## src/verilog/osc_pkg.sv

```systemverilog
// Package with constants and types for the output state control block
// Behaviour
// - Each output has its own mute control with four selectable behaviours.
// - Auto mute bits in register 0x49 reset to one for both outputs.
// - Auto mute set: output mutes whenever loss of signal is asserted.
// - Auto mute plus rate-search bit: also mute while unlocked and searching.
// - Auto mute and forced mute both zero: output never muted.
// - Auto mute zero, forced mute one: output always muted.
// - Auto and forced disable bits in register 0x4A reset to zero.
// - Auto disable set: output disabled whenever loss of signal is asserted.
// - Auto disable zero, forced disable one: output always disabled.
// - Disable wins over mute when both apply.
// - Balance bit in 0x4D stops cable output toggling; trace output unaffected.
// - Balanced cable output overrides mute and disable.
// - Cable driver mode with loopback: trace output carries the trace input.
// - Cable mode without loopback: trace output muted or disabled per select bit.
// - Looped signal is re-clocked only while locked to the trace input.
// - Disable and mute take priority over loopback; balance does not affect it.
// - Loopback acts only in cable driver mode; otherwise the bit is ignored.
// - Sleep: cable disabled; trace disabled, or muted if sleep mute bit set.
package osc_pkg;

    // ------------------------------------------------------------
    // Register map (byte addresses, APB word registers)
    // ------------------------------------------------------------
    localparam logic [11:0] OSC_ADDR_MUTE    = 12'h049 << 2;
    localparam logic [11:0] OSC_ADDR_DISABLE = 12'h04A << 2;
    localparam logic [11:0] OSC_ADDR_BALANCE = 12'h04D << 2;
    localparam logic [11:0] OSC_ADDR_SLEEP   = 12'h005 << 2;
    localparam logic [11:0] OSC_ADDR_LOOP    = 12'h060 << 2;
    localparam logic [11:0] OSC_ADDR_STATUS  = 12'h061 << 2;

    // Field positions in mute register (per output n: base + n)
    localparam int OSC_B_AUTO_MUTE   = 0;
    localparam int OSC_B_RATE_MUTE   = 2;
    localparam int OSC_B_MAN_MUTE    = 4;
    // Disable register
    localparam int OSC_B_AUTO_DIS    = 0;
    localparam int OSC_B_MAN_DIS     = 2;
    // Balance, sleep and loop registers
    localparam int OSC_B_BALANCE     = 0;
    localparam int OSC_B_SLEEP_MUTE  = 0;
    localparam int OSC_B_LOOP_ENA    = 0;
    localparam int OSC_B_IDLE_MUTE   = 1;

    // Reset values
    localparam logic [5:0] OSC_RST_MUTE    = 6'h03;
    localparam logic [3:0] OSC_RST_DISABLE = 4'h0;
    localparam logic       OSC_RST_BAL     = 1'b0;
    localparam logic       OSC_RST_SLPMUTE = 1'b0;
    localparam logic [1:0] OSC_RST_LOOP    = 2'h0;

    // Output driver state
    typedef enum logic [1:0] {
        OSC_OPERATE,
        OSC_MUTED,
        OSC_DISABLED,
        OSC_BALANCED
    } osc_state_t;

    // Per-output control bits
    typedef struct packed {
        logic auto_mute;
        logic rate_mute;
        logic man_mute;
        logic auto_dis;
        logic man_dis;
    } osc_ctrl_t;

    // Synchronised device status
    typedef struct packed {
        logic loss_of_signal;
        logic rate_search;
        logic trace_locked;
        logic sleep;
        logic cable_mode;
    } osc_stat_t;

endpackage : osc_pkg

```

## src/verilog/osc_top.sv

```systemverilog
// Output state control for cable and trace drivers with APB registers
//
// Implementation choices: the APB interface to the registers and the address map.
`timescale 1ns/1ps
module osc_top (
    input  wire logic                clk_sys,
    input  wire logic                rst_n,
    input  wire logic                psel,
    input  wire logic                penable,
    input  wire logic                pwrite,
    input  wire logic [11:0]         paddr,
    input  wire logic [31:0]         pwdata,
    output logic      [31:0]         prdata,
    output logic                     pready,
    output logic                     pslverr,
    input  wire logic                loss_of_signal,
    input  wire logic                rate_search,
    input  wire logic                trace_locked,
    input  wire logic                sleep,
    input  wire logic                cable_mode,
    output osc_pkg::osc_state_t      cable_state_ff,
    output osc_pkg::osc_state_t      trace_state_ff,
    output logic                     trace_loopback_ff,
    output logic                     loop_reclock_ff
);
    // ------------------------------------------------------------
    // Registers
    // ------------------------------------------------------------
    logic [5:0]          mute_ff;
    logic [3:0]          dis_ff;
    logic                cable_output_balance_ff;
    logic                trace_sleep_mute_ff;
    logic                trace_loopback_enable_ff;
    logic                idle_trace_mute_select_ff;
    osc_pkg::osc_stat_t  st;
    osc_pkg::osc_ctrl_t  ctrl0;
    osc_pkg::osc_ctrl_t  ctrl1;
    osc_pkg::osc_state_t base0;
    osc_pkg::osc_state_t base1;
    osc_pkg::osc_state_t nxt_cable;
    osc_pkg::osc_state_t nxt_trace;
    logic                nxt_loop;
    logic                nxt_reclock;
    logic                loop_active;
    logic                wr_en;
    logic                rd_en;
    logic                hit;
    logic [31:0]         rd_mux;

    // ------------------------------------------------------------
    // Status synchronisers
    // ------------------------------------------------------------
    osc_sync u_s_los  (.clk_sys(clk_sys), .rst_n(rst_n), .din(loss_of_signal), .dout(st.loss_of_signal));
    osc_sync u_s_rate (.clk_sys(clk_sys), .rst_n(rst_n), .din(rate_search),    .dout(st.rate_search));
    osc_sync u_s_lock (.clk_sys(clk_sys), .rst_n(rst_n), .din(trace_locked),   .dout(st.trace_locked));
    osc_sync u_s_slp  (.clk_sys(clk_sys), .rst_n(rst_n), .din(sleep),          .dout(st.sleep));
    osc_sync u_s_mode (.clk_sys(clk_sys), .rst_n(rst_n), .din(cable_mode),     .dout(st.cable_mode));

    // ------------------------------------------------------------
    // APB decode, single-cycle access phase
    // ------------------------------------------------------------
    assign wr_en = psel & penable & pwrite;
    assign rd_en = psel & penable & ~pwrite;
    assign hit   = (paddr == osc_pkg::OSC_ADDR_MUTE)    | (paddr == osc_pkg::OSC_ADDR_DISABLE) |
                   (paddr == osc_pkg::OSC_ADDR_BALANCE) | (paddr == osc_pkg::OSC_ADDR_SLEEP) |
                   (paddr == osc_pkg::OSC_ADDR_LOOP)    | (paddr == osc_pkg::OSC_ADDR_STATUS);
    // Read data selection
    assign rd_mux = (paddr == osc_pkg::OSC_ADDR_MUTE)    ? {26'h0, mute_ff} :
                    (paddr == osc_pkg::OSC_ADDR_DISABLE) ? {28'h0, dis_ff} :
                    (paddr == osc_pkg::OSC_ADDR_BALANCE) ? {31'h0, cable_output_balance_ff} :
                    (paddr == osc_pkg::OSC_ADDR_SLEEP)   ? {31'h0, trace_sleep_mute_ff} :
                    (paddr == osc_pkg::OSC_ADDR_LOOP)    ? {30'h0, idle_trace_mute_select_ff,
                                                            trace_loopback_enable_ff} :
                    (paddr == osc_pkg::OSC_ADDR_STATUS)  ? {21'h0, loop_reclock_ff, trace_loopback_ff,
                                                            trace_state_ff, cable_state_ff, st} :
                    32'h0;

    // Bus response registers
    always_ff @(posedge clk_sys or negedge rst_n) begin
        if (!rst_n) begin
            prdata  <= 32'h0;
            pready  <= 1'b0;
            pslverr <= 1'b0;
        end else begin
            pready  <= psel & ~penable;
            pslverr <= psel & ~penable & ~hit;
            prdata  <= (psel & ~penable & ~pwrite) ? rd_mux : prdata;
        end
    end

    // Control register writes, taken at the pready edge
    always_ff @(posedge clk_sys or negedge rst_n) begin
        if (!rst_n) begin
            mute_ff                   <= osc_pkg::OSC_RST_MUTE;
            dis_ff                    <= osc_pkg::OSC_RST_DISABLE;
            cable_output_balance_ff   <= osc_pkg::OSC_RST_BAL;
            trace_sleep_mute_ff       <= osc_pkg::OSC_RST_SLPMUTE;
            trace_loopback_enable_ff  <= osc_pkg::OSC_RST_LOOP[osc_pkg::OSC_B_LOOP_ENA];
            idle_trace_mute_select_ff <= osc_pkg::OSC_RST_LOOP[osc_pkg::OSC_B_IDLE_MUTE];
        end else if (wr_en & pready) begin
            if (paddr == osc_pkg::OSC_ADDR_MUTE)
                mute_ff <= pwdata[5:0];
            if (paddr == osc_pkg::OSC_ADDR_DISABLE)
                dis_ff <= pwdata[3:0];
            if (paddr == osc_pkg::OSC_ADDR_BALANCE)
                cable_output_balance_ff <= pwdata[osc_pkg::OSC_B_BALANCE];
            if (paddr == osc_pkg::OSC_ADDR_SLEEP)
                trace_sleep_mute_ff <= pwdata[osc_pkg::OSC_B_SLEEP_MUTE];
            if (paddr == osc_pkg::OSC_ADDR_LOOP) begin
                trace_loopback_enable_ff  <= pwdata[osc_pkg::OSC_B_LOOP_ENA];
                idle_trace_mute_select_ff <= pwdata[osc_pkg::OSC_B_IDLE_MUTE];
            end
        end
    end

    // ------------------------------------------------------------
    // Per-output mute and disable
    // ------------------------------------------------------------
    assign ctrl0 = '{auto_mute: mute_ff[osc_pkg::OSC_B_AUTO_MUTE], rate_mute: mute_ff[osc_pkg::OSC_B_RATE_MUTE],
                     man_mute: mute_ff[osc_pkg::OSC_B_MAN_MUTE], auto_dis: dis_ff[osc_pkg::OSC_B_AUTO_DIS],
                     man_dis: dis_ff[osc_pkg::OSC_B_MAN_DIS]};
    assign ctrl1 = '{auto_mute: mute_ff[osc_pkg::OSC_B_AUTO_MUTE+1], rate_mute: mute_ff[osc_pkg::OSC_B_RATE_MUTE+1],
                     man_mute: mute_ff[osc_pkg::OSC_B_MAN_MUTE+1], auto_dis: dis_ff[osc_pkg::OSC_B_AUTO_DIS+1],
                     man_dis: dis_ff[osc_pkg::OSC_B_MAN_DIS+1]};

    osc_mode u_mode0 (.ctrl(ctrl0), .loss_of_signal(st.loss_of_signal), .rate_search(st.rate_search),
                      .state(base0));
    osc_mode u_mode1 (.ctrl(ctrl1), .loss_of_signal(st.loss_of_signal), .rate_search(st.rate_search),
                      .state(base1));

    // ------------------------------------------------------------
    // Final state selection
    // ------------------------------------------------------------
    // Loopback only in cable mode and only when trace not held off
    assign loop_active = st.cable_mode & trace_loopback_enable_ff & (base1 == osc_pkg::OSC_OPERATE);

    // Cable: sleep, then balance, then mute and disable
    assign nxt_cable = st.sleep ? osc_pkg::OSC_DISABLED :
                       cable_output_balance_ff ? osc_pkg::OSC_BALANCED :
                       base0;

    // Trace: sleep, base controls, loopback, idle cable-mode select
    assign nxt_trace = st.sleep ? (trace_sleep_mute_ff ? osc_pkg::OSC_MUTED : osc_pkg::OSC_DISABLED) :
                       (base1 != osc_pkg::OSC_OPERATE) ? base1 :
                       loop_active ? osc_pkg::OSC_OPERATE :
                       st.cable_mode ? (idle_trace_mute_select_ff ? osc_pkg::OSC_MUTED
                                                                  : osc_pkg::OSC_DISABLED) :
                       osc_pkg::OSC_OPERATE;
    assign nxt_loop    = ~st.sleep & loop_active;
    assign nxt_reclock = nxt_loop & st.trace_locked;

    // Output state registers
    always_ff @(posedge clk_sys or negedge rst_n) begin
        if (!rst_n) begin
            cable_state_ff    <= osc_pkg::OSC_OPERATE;
            trace_state_ff    <= osc_pkg::OSC_OPERATE;
            trace_loopback_ff <= 1'b0;
            loop_reclock_ff   <= 1'b0;
        end else begin
            cable_state_ff    <= nxt_cable;
            trace_state_ff    <= nxt_trace;
            trace_loopback_ff <= nxt_loop;
            loop_reclock_ff   <= nxt_reclock;
        end
    end

    // ------------------------------------------------------------
    // Assertions
    // ------------------------------------------------------------
    a_sleep_cable_dis: assert property (@(posedge clk_sys) disable iff (!rst_n)
        st.sleep |=> cable_state_ff == osc_pkg::OSC_DISABLED) else $error("cable not disabled in sleep");
    a_sleep_trace: assert property (@(posedge clk_sys) disable iff (!rst_n)
        st.sleep |=> trace_state_ff == ($past(trace_sleep_mute_ff) ? osc_pkg::OSC_MUTED : osc_pkg::OSC_DISABLED))
        else $error("trace sleep state wrong");
    a_balance_wins: assert property (@(posedge clk_sys) disable iff (!rst_n)
        (!st.sleep && cable_output_balance_ff) |=> cable_state_ff == osc_pkg::OSC_BALANCED)
        else $error("balance not applied");
    a_balance_trace: assert property (@(posedge clk_sys) disable iff (!rst_n)
        trace_state_ff != osc_pkg::OSC_BALANCED) else $error("trace balanced");
    a_auto_mute_los: assert property (@(posedge clk_sys) disable iff (!rst_n)
        (!st.sleep && !cable_output_balance_ff && ctrl0.auto_mute && !ctrl0.auto_dis && !ctrl0.man_dis
         && st.loss_of_signal) |=> cable_state_ff == osc_pkg::OSC_MUTED) else $error("no mute on los");
    a_rate_mute: assert property (@(posedge clk_sys) disable iff (!rst_n)
        (!st.sleep && !cable_output_balance_ff && ctrl0 == 5'h18
         && st.rate_search) |=> cable_state_ff == osc_pkg::OSC_MUTED) else $error("no mute on search");
    a_never_mute: assert property (@(posedge clk_sys) disable iff (!rst_n)
        (!st.sleep && !cable_output_balance_ff && ctrl0 == '0) |=> cable_state_ff == osc_pkg::OSC_OPERATE)
        else $error("muted in never mode");
    a_dis_over_mute: assert property (@(posedge clk_sys) disable iff (!rst_n)
        (!st.sleep && !cable_output_balance_ff && ctrl0.man_dis && !ctrl0.auto_dis && ctrl0.man_mute)
        |=> cable_state_ff == osc_pkg::OSC_DISABLED) else $error("disable lost to mute");
    a_loop_mode: assert property (@(posedge clk_sys) disable iff (!rst_n)
        trace_loopback_ff |-> $past(st.cable_mode) && trace_state_ff == osc_pkg::OSC_OPERATE)
        else $error("loopback outside cable mode");
    a_reclock_lock: assert property (@(posedge clk_sys) disable iff (!rst_n)
        loop_reclock_ff |-> trace_loopback_ff && $past(st.trace_locked)) else $error("reclock unlocked");
    a_idle_trace: assert property (@(posedge clk_sys) disable iff (!rst_n)
        (!st.sleep && st.cable_mode && !trace_loopback_enable_ff && ctrl1 == '0)
        |=> trace_state_ff == ($past(idle_trace_mute_select_ff) ? osc_pkg::OSC_MUTED : osc_pkg::OSC_DISABLED))
        else $error("idle trace wrong");

    c_loop: cover property (@(posedge clk_sys) disable iff (!rst_n) loop_reclock_ff);
    c_balanced: cover property (@(posedge clk_sys) disable iff (!rst_n) cable_state_ff == osc_pkg::OSC_BALANCED);
    c_sleep_mute: cover property (@(posedge clk_sys) disable iff (!rst_n)
        trace_state_ff == osc_pkg::OSC_MUTED && st.sleep);
endmodule : osc_top

```

## src/verilog/osc_sync.sv

```systemverilog
// Two-flop synchroniser for one status level
`timescale 1ns/1ps
module osc_sync (
    input  wire logic clk_sys,
    input  wire logic rst_n,
    input  wire logic din,
    output logic      dout
);
    logic meta_ff;

    // ------------------------------------------------------------
    // Sync chain
    // ------------------------------------------------------------
    always_ff @(posedge clk_sys or negedge rst_n) begin
        if (!rst_n) begin
            meta_ff <= 1'b0;
            dout    <= 1'b0;
        end else begin
            meta_ff <= din;
            dout    <= meta_ff;
        end
    end
endmodule : osc_sync

```

## src/verilog/osc_mode.sv

```systemverilog
// Mute and disable decision for one output
`timescale 1ns/1ps
module osc_mode (
    input  wire osc_pkg::osc_ctrl_t ctrl,
    input  wire logic               loss_of_signal,
    input  wire logic               rate_search,
    output osc_pkg::osc_state_t     state
);
    logic mute_req;
    logic dis_req;

    // Mute: auto on los or search, else manual
    assign mute_req = ctrl.auto_mute ? (loss_of_signal | (ctrl.rate_mute & rate_search))
                                     : ctrl.man_mute;
    // Disable: auto on los, else manual
    assign dis_req  = ctrl.auto_dis ? loss_of_signal : ctrl.man_dis;
    // Disable beats mute
    assign state    = dis_req  ? osc_pkg::OSC_DISABLED :
                      mute_req ? osc_pkg::OSC_MUTED : osc_pkg::OSC_OPERATE;
endmodule : osc_mode

```

## config.mk

```make
export PLATFORM = sky130hd
export DESIGN_NAME = osc_top
export DESIGN_NICKNAME = d
export VERILOG_FILES = /design/src/verilog/osc_pkg.sv /design/src/verilog/osc_top.sv /design/src/verilog/osc_sync.sv /design/src/verilog/osc_mode.sv
export SDC_FILE = /design/constraint.sdc
export NUM_CORES = 1
export LEC_CHECK = 0
export BUFFER_PORTS_ARGS = -buffer_cell sky130_fd_sc_hd__buf_2
export CAP_MARGIN = 25
export CORE_ASPECT_RATIO = 0.6
export CORE_MARGIN = 3
export CORE_UTILIZATION = 45
export CTS_CLUSTER_SIZE = 12
export DETAILED_ROUTE_END_ITERATION = 6
export GPL_TIMING_DRIVEN = 0
export PLACE_DENSITY_LB_ADDON = 0.25
export SETUP_SLACK_MARGIN = 0.15
export SLEW_MARGIN = 20
export SYNTH_ARGS = -nofsm -noshare
export SYNTH_HDL_FRONTEND = slang
export SYNTH_SLANG_ARGS = --single-unit
```

## constraint.sdc

```tcl
create_clock -name clk_sys -period 1.5 [get_ports clk_sys]
set_input_delay 0.075 -clock clk_sys [delete_from_list [all_inputs] [get_ports clk_sys]]
set_output_delay 0.075 -clock clk_sys [all_outputs]
set_load 0.05 [all_outputs]
```

# Yosys cells after proc, flatten, opt, wreduce, memory -nomap -nowiden
# Index checks and enable logic that the tools add are counted.
# totals
elab_cells	81
reg_bits	64
out_inout_bits	40
input_bits	54
# op_classes
eq_ne	6
bitwise	23
muxes	22
n_reduce_logical	7
# ops
cell	count
11-bit 2-to-1 mux	6
12-bit by 9-bit equality test with 1-bit output, second input constant	5
2-bit 2-to-1 mux	10
1-bit bitwise AND	12
12-bit by 5-bit equality test with 1-bit output, second input constant	1
2-bit AND reduction	5
1-bit bitwise OR	7
1-bit 2-to-1 mux	6
1-bit inverter	4
2-bit logical NOT	1
2-bit nonzero test	1

# Logic depth before layout (Yosys ltp)
# Gate-level depths: netlist (run 1).
# depth
word_depth	10
depth_mapped	5

# By module
# Synthesis (run 1) repeated with hierarchy kept, for this count alone.
# hier_totals
hier_cells	174
hier_area_um2	2090.8
# by_module_without_submodules
mod	instances	area_per_inst_um2	cells_per_inst	seq_area_each_um2
osc_top	1	1752.9	154	828.3
osc_sync	5	50.0	2	50.0
osc_mode	2	43.8	5	0.0

# Least setup slack after synthesis (run 1)
# OpenSTA, ideal clock, no wires.
# synth_path
path_kind	register -> register
from	reg pready
to	reg idle_trace_mute_select_ff
synth_period_minus_slack_ns	1.649
stages_incl_launch_ff	5
setup_ns	0.125
slack_ns	-0.149
t_arrival_ns	1.524
cell_sequence	dfrtp_1 -> nand4_1 -> inv_1 -> and4_1 -> mux2_2
# synth_via
elab_chain_len	2
# synth_rtl
element	line_no	rtl
from (decl)	osc_top.sv:14	output logic pready,
from (signal assigned)	osc_top.sv:85	pready <= psel & ~penable;
1-bit bitwise AND	osc_top.sv:100	end else if (wr_en & pready) begin
2-bit AND reduction (no source line)	-	
to (signal assigned)	osc_top.sv:99	idle_trace_mute_select_ff <= osc_pkg::OSC_RST_LOOP[osc_pkg::OSC_B_IDLE_MUTE];
to (signal assigned)	osc_top.sv:111	idle_trace_mute_select_ff <= pwdata[osc_pkg::OSC_B_IDLE_MUTE];
to (decl)	osc_top.sv:34	logic idle_trace_mute_select_ff;
# No other way between the ends.
# A chain may end at the register's enable or synchronous reset.

# Final worst setup path (run 1)
# Ends and elaborated chain as after synthesis.

==> run metrics, run 1 <==
status=finished, final reports clean; drt first-iter violations=147; placer congestion estimate=0.799; Post-Syn Instances=186; Worst path slowest cell=dfrtp_2; Hold WC Path Type=input port to flop; initial antenna violation count=0; Hold Violations, Final=0; Tot GR Track Use=17.5%; DRT Pass-1 Iters=4; routed vias=1613; number of buffers created by CTS=5; FFs w/ async S/R, synth=100%; Max clock buf depth=2; final net count=325; Max Cap Viol=0; worst skew pair latency=0.29 ns; area of the multi-input gates=942 um2; Data arrival, critical path=about 1.5 ns; RSZ-0062 raised after global routing=true; crit start category=flop; Power Dens Cells=922 nW/um2; Crit Path Class=flop to flop; drt total wl=4.46 mm; CP bufs+invs=1; f_max=0.736 GHz; die height=58.5 um; Synth Warn #=0; synthesized area per cell=roughly 11 um2; # clock sinks=43; PortBufs=46; most frequent cells in the layout=buf_2 (46), dfrtp_1 (39), buf_4 (26), nand2_1 (21), conb_1 (21); CTS clk-pin slew, worst paths=about 0.080 ns; CP delay by family, top=simple AND/OR/NAND/NOR gates; CP peak stage delay=0.35 ns; most common cell after layout, fill and taps aside=buf_2; antenna cells=0; DRC viols=0; Reg area=roughly 1100 um2; CTS tree=yes; Mapped Area=2060 um2; global route overflow=0; Most used DFF post-synth=dfrtp_1; static leakage=0.00139 uW; total power draw=approximately 2500 uW; Avg Vias per Cell=4.86; # fillers=368; Layout Skew=around 0.0036 ns; core area=4260 um2; worst vdd ir=0.000590 V; CP Capture Type=flop; DP Worst Slack=-0.212 ns; row count=18; detailed placement HPWL=around 3.4 mm; #FFs+latches synth=43; # H-tree levels=2; Final period util=90.5%; sequential share of the synthesized area=between 50% and 60%; die area=about 5500 um2; setup ws final=0.142 ns; Starting Density=48.5%; peak fanout along the critical path=3; Die Span X=93.4 um; root buf cell=clkbuf_8; Final ANT Viol Nets=0; number of I/O pins=94; Yosys cell types=48; area grow syn2layout=33.4%; fin. max-slew vios=0; WL per Instance=13.4 um; minimum clock period=1.36 ns; layout cells sized above 1=44.9%; largest net degree at the start of global routing=44; first-pass GRT wire length=7.35 mm; vias in the first global route=~1.5k; Setup violations, final=0; EDFF count, synth=0; crit-path cells=nand4_1 -> inv_2 -> and4_4 -> mux2_4; CP required=1.68 ns
[synth_stat cells (2+ instances only)]
cell,number,area [um2]
a21oi_1,10,50.1
a22oi_1,2,15.0
and2_1,2,12.5
and4b_2,2,22.5
buf_4,22,165
dfrtp_1,41,1030
dfstp_2,2,52.6
inv_1,3,11.3
mux2_2,14,158
nand2_1,21,78.8
nand3_1,7,35.0
nand4_1,3,18.8
nor2_1,10,37.5
nor2b_1,2,12.5
nor3_1,2,10.0
nor4b_1,2,17.5
o21ai_0,8,40.0
or3_1,3,18.8
[worst paths after layout]
kind / from / endpoint / slack [ns] / cells past startpoint
max: pready / idle_trace_mute_select_ff / 0.14 / 4
min: pwdata[5] / mute_ff[5] / 0.01 / 2
max reg2reg: pready / idle_trace_mute_select_ff / 0.14 / 4
min reg2reg: u_s_slp.meta_ff / u_s_slp.dout / 0.35 / 0
max in group asynchronous: rst_n / mute_ff[0] / 0.78 / 3
min in group asynchronous: rst_n / prdata[7] / 0.19 / 2
[cell type report]
cell class | instances | area share (%)
tap | 60 | 2.73
clock buffer | 6 | 3.00
buffer | 24 | 6.41
clock inverter | 2 | 1.27
multi-input combinational | 136 | 34.2
timing repair buffer | 58 | 12.7
inverter | 3 | 0.409
sequential | 43 | 39.3
[through the flow]
stage                     utilization (%)  setup TNS, ns  hold WS, ns  instances  cell area (um2)
final                                64.7              0       0.0133        332             2750
after global routing                 64.7              0      0.00519        332             2750
after CTS                            63.4              0      0.00378        329             2700
after detailed placement             58.3          -1.71        0.184        312             2480
after global placement               58.3          -1.51        0.184        312             2480
after floorplan                         -              0       -0.221        206             2180
[timing repair]
item                                    CTS  global route
hold endpoints to repair                 47             0
endpoints found under the setup margin    7            19
resized for setup                         2             4
setup buffers                             2             2
pin swaps                                 1             1
hold buffers                              7             0
[registers in the layout (all words and copies together) (netlist names)]
register,flops
cable_output_balance_ff,1
trace_loopback_ff,1
u_s_los.dout,1
trace_state_ff,2
u_s_mode.dout,1
u_s_rate.meta_ff,1
mute_ff,6
loop_reclock_ff,1
u_s_rate.dout,1
u_s_los.meta_ff,1
u_s_lock.meta_ff,1
prdata,11
u_s_mode.meta_ff,1
trace_sleep_mute_ff,1
cable_state_ff,2
u_s_slp.dout,1
dis_ff,4
pready,1
trace_loopback_enable_ff,1
pslverr,1
u_s_lock.dout,1
idle_trace_mute_select_ff,1
u_s_slp.meta_ff,1
[routing by layer]
layer | track usage [%] | share of wire [%] | vias to the layer above
met1 | 27.1 | 49 | 769
met5 | 0 | 0 | -
met4 | 4.38 | 0.25 | 0
li1 | - | - | 778
met2 | 24.4 | 43 | 64
met3 | 4.47 | 7.6 | 2
[power breakdown]
part           internal, uW  switching [uW]  leakage [uW]
clock network           538             375     0.0000612
logic                   127             288      0.000777
registers              1190            20.0      0.000554
total                  1860             683       0.00139
[cell families after synthesis]
kind of cell	after synthesis	synth area share, %
AOI/OAI and AO/OA	27	7.76
xor gates and xnor gates	1	0.424
buffers and inverters	27	9.09
DFF	43	52.2
muxes	15	8.12
other	1	0.182
and+or+nand+nor	72	22.2
(Power assumes the default switching activity.)
==> run 2: changes to the inputs <==
--- a/config.mk
+++ b/config.mk
@@ -12,8 +12,8 @@
 export CORE_UTILIZATION = 45
 export CTS_CLUSTER_SIZE = 12
 export DETAILED_ROUTE_END_ITERATION = 6
-export GPL_TIMING_DRIVEN = 0
-export PLACE_DENSITY_LB_ADDON = 0.25
+export GPL_TIMING_DRIVEN = 1
+export PLACE_DENSITY = 0.77
 export SETUP_SLACK_MARGIN = 0.15
 export SLEW_MARGIN = 20
 export SYNTH_ARGS = -nofsm -noshare
==> run 2 against run 1 <==
Hold slack better by 0.00094 ns. Global-route usage up 0.44 points. Combinational power decreased by 8.7%. Maximum frequency fell by 0.67%. Sequential share of layout area up 0.97 points. Non-clock buffer count is 8 lower. Total power is 1.6% lower. Setup slack lost 0.0091 ns. Utilization down 1.6 points.
==> run metrics, run 2 (synthesis results as in run 1) <==
status=finished, final reports clean; detailed placement HPWL=roughly 3.5 mm; DRT Pass-1 Iters=4; CP delay by family, top=simple AND/OR/NAND/NOR gates; f_max=around 0.73 GHz; Worst Max-Slew Pin Slew=0.509 ns; routed vias=1571; number of buffers created by CTS=5; Slew HR=66.1%; Worst R2R Start=mute_ff[3]; Final ANT Viol Nets=0; CTS clk-pin slew, worst paths=0.08 ns; Power Dens Cells=between 900 and 1000 nW/um2; Final period util=91.1%; # H-tree levels=2; RSZ-0062 raised after global routing=true; WL per Instance=14.0 um; worst r2r dst=trace_state_ff[1]; CP peak stage delay=around 0.5 ns; drt total wl=4.54 mm; Setup violations, final=0; static leakage=0.00136 uW; hold path depth=2; Max clock buf depth=2; Hold EP=mute_ff[5]; worst vdd ir=around 0.00052 V; core area=4260 um2; crit start category=flop; Crit Path Class=flop to flop; Starting Density=about 49%; initial antenna violation count=0; # fillers=358; die height=approximately 60 um; hold_sp=pwdata[5]; PortBufs=46; die area=5460 um2; Data arrival, critical path=about 1.6 ns; global route overflow=0; final design utilization=between 60% and 70%; Die Span X=between 90 and 100 um; Avg Vias per Cell=4.85; path depth of the worst reg2reg path=4; flop-to-flop setup slack=roughly 0.13 ns; Top Registers=prdata x11, mute_ff x6, dis_ff x4; crit-path cells=a21oi_2 -> a21oi_2 -> or4b_4 -> a21boi_2; minimum clock period=1.37 ns; placed inst area=2450 um2; final instance area=2690 um2; Fin Hold WS=around 0.014 ns; DRC viols=0; first-pass GRT wire length=roughly 7.4 mm; peak fanout along the critical path=3; antenna cells=0; CP bufs+invs=0; CP required=1.72 ns; root buf cell=clkbuf_8; CP Capture Type=flop; # clock sinks=43; most common cell after layout, fill and taps aside=buf_2; most frequent CP cell=a21oi_2; Hold Violations, Final=0; Worst path slowest cell=or4b_4; worst skew pair latency=roughly 0.29 ns; most frequent cells in the layout=buf_2 (46), dfrtp_1 (39), nand2_1 (21), conb_1 (21), buf_4 (21); Reg with most FFs=prdata; total power draw=2500 uW; number of I/O pins=94; Tot GR Track Use=around 18%; Max Cap Viol=0; Largest register FFs=11; Layout Skew=0.00440 ns; vias in the first global route=1507; placer congestion estimate=~0.85; fin. max-slew vios=0; row count=18; area grow syn2layout=30.2%; layout cells sized above 1=43.9%; drt first-iter violations=95; Hold WC Path Type=input port to flop; largest net degree at the start of global routing=44; CTS tree=yes; final net count=317
[run 2: changes by cell type in the layout (fill, tap and decap cells not counted), sizes merged]
cell    before  now
clkbuf       8    6
buf         73   67
[run 2: layer usage]
metal | vias up | track usage [%] | wire (um)
li1 | 767 | - | -
met1 | 742 | 26.1 | 2160
met2 | 55 | 26.4 | 1970
met3 | 7 | 4.73 | 349
met4 | 0 | 5.64 | 58
met5 | - | 0 | 0
[run 2: how the worst max path moves through the flow]
stage / from / end / slack (ns) / cells past startpoint
2_1_floorplan: pready / idle_trace_mute_select_ff / 0.04 / 4
3_3_place_gp: paddr[4] / dis_ff[1] / -0.06 / 5
3_5_place_dp: paddr[4] / dis_ff[1] / -0.10 / 5
4_1_cts: pready / trace_sleep_mute_ff / 0.15 / 4
5_1_grt: pready / trace_sleep_mute_ff / 0.09 / 4
6_report: mute_ff[3] / trace_state_ff[1] / 0.13 / 4
[run 2: area by class of cell]
type                            count  area (um2)  area share [%]
Sequential cell                    43        1080            40.2
Multi-Input combinational cell    136         945            35.1
Timing Repair Buffer               74         458            17.0
Clock buffer                        6        82.6            3.07
Tap cell                           60        75.1            2.79
Clock inverter                      2        35.0            1.30
Inverter                            3        11.3           0.419
[run 2: timing repair]
item | in CTS | in global routing
setup endpoints to repair | 4 | 13
hold buffers | 7 | 0
pin swaps | 0 | 3
setup buffers | 2 | 0
gates resized for setup | 2 | 6
cloned | 0 | 0
endpoints found under the hold margin | 47 | 0
[run 2: through the flow]
stage / TNS, ns / cells / setup WS (ns)
after floorplan: 0 / 206 / 0.0408
after global placement: -0.328 / 307 / -0.0563
after detailed placement: -0.755 / 307 / -0.105
after CTS: 0 / 324 / 0.154
after global routing: 0 / 324 / 0.0896
final: 0 / 324 / 0.133
[run 2: where the power goes]
part	switching [uW]	internal [uW]
clock network	370	538
logic	281	98.4
registers	21.7	1190
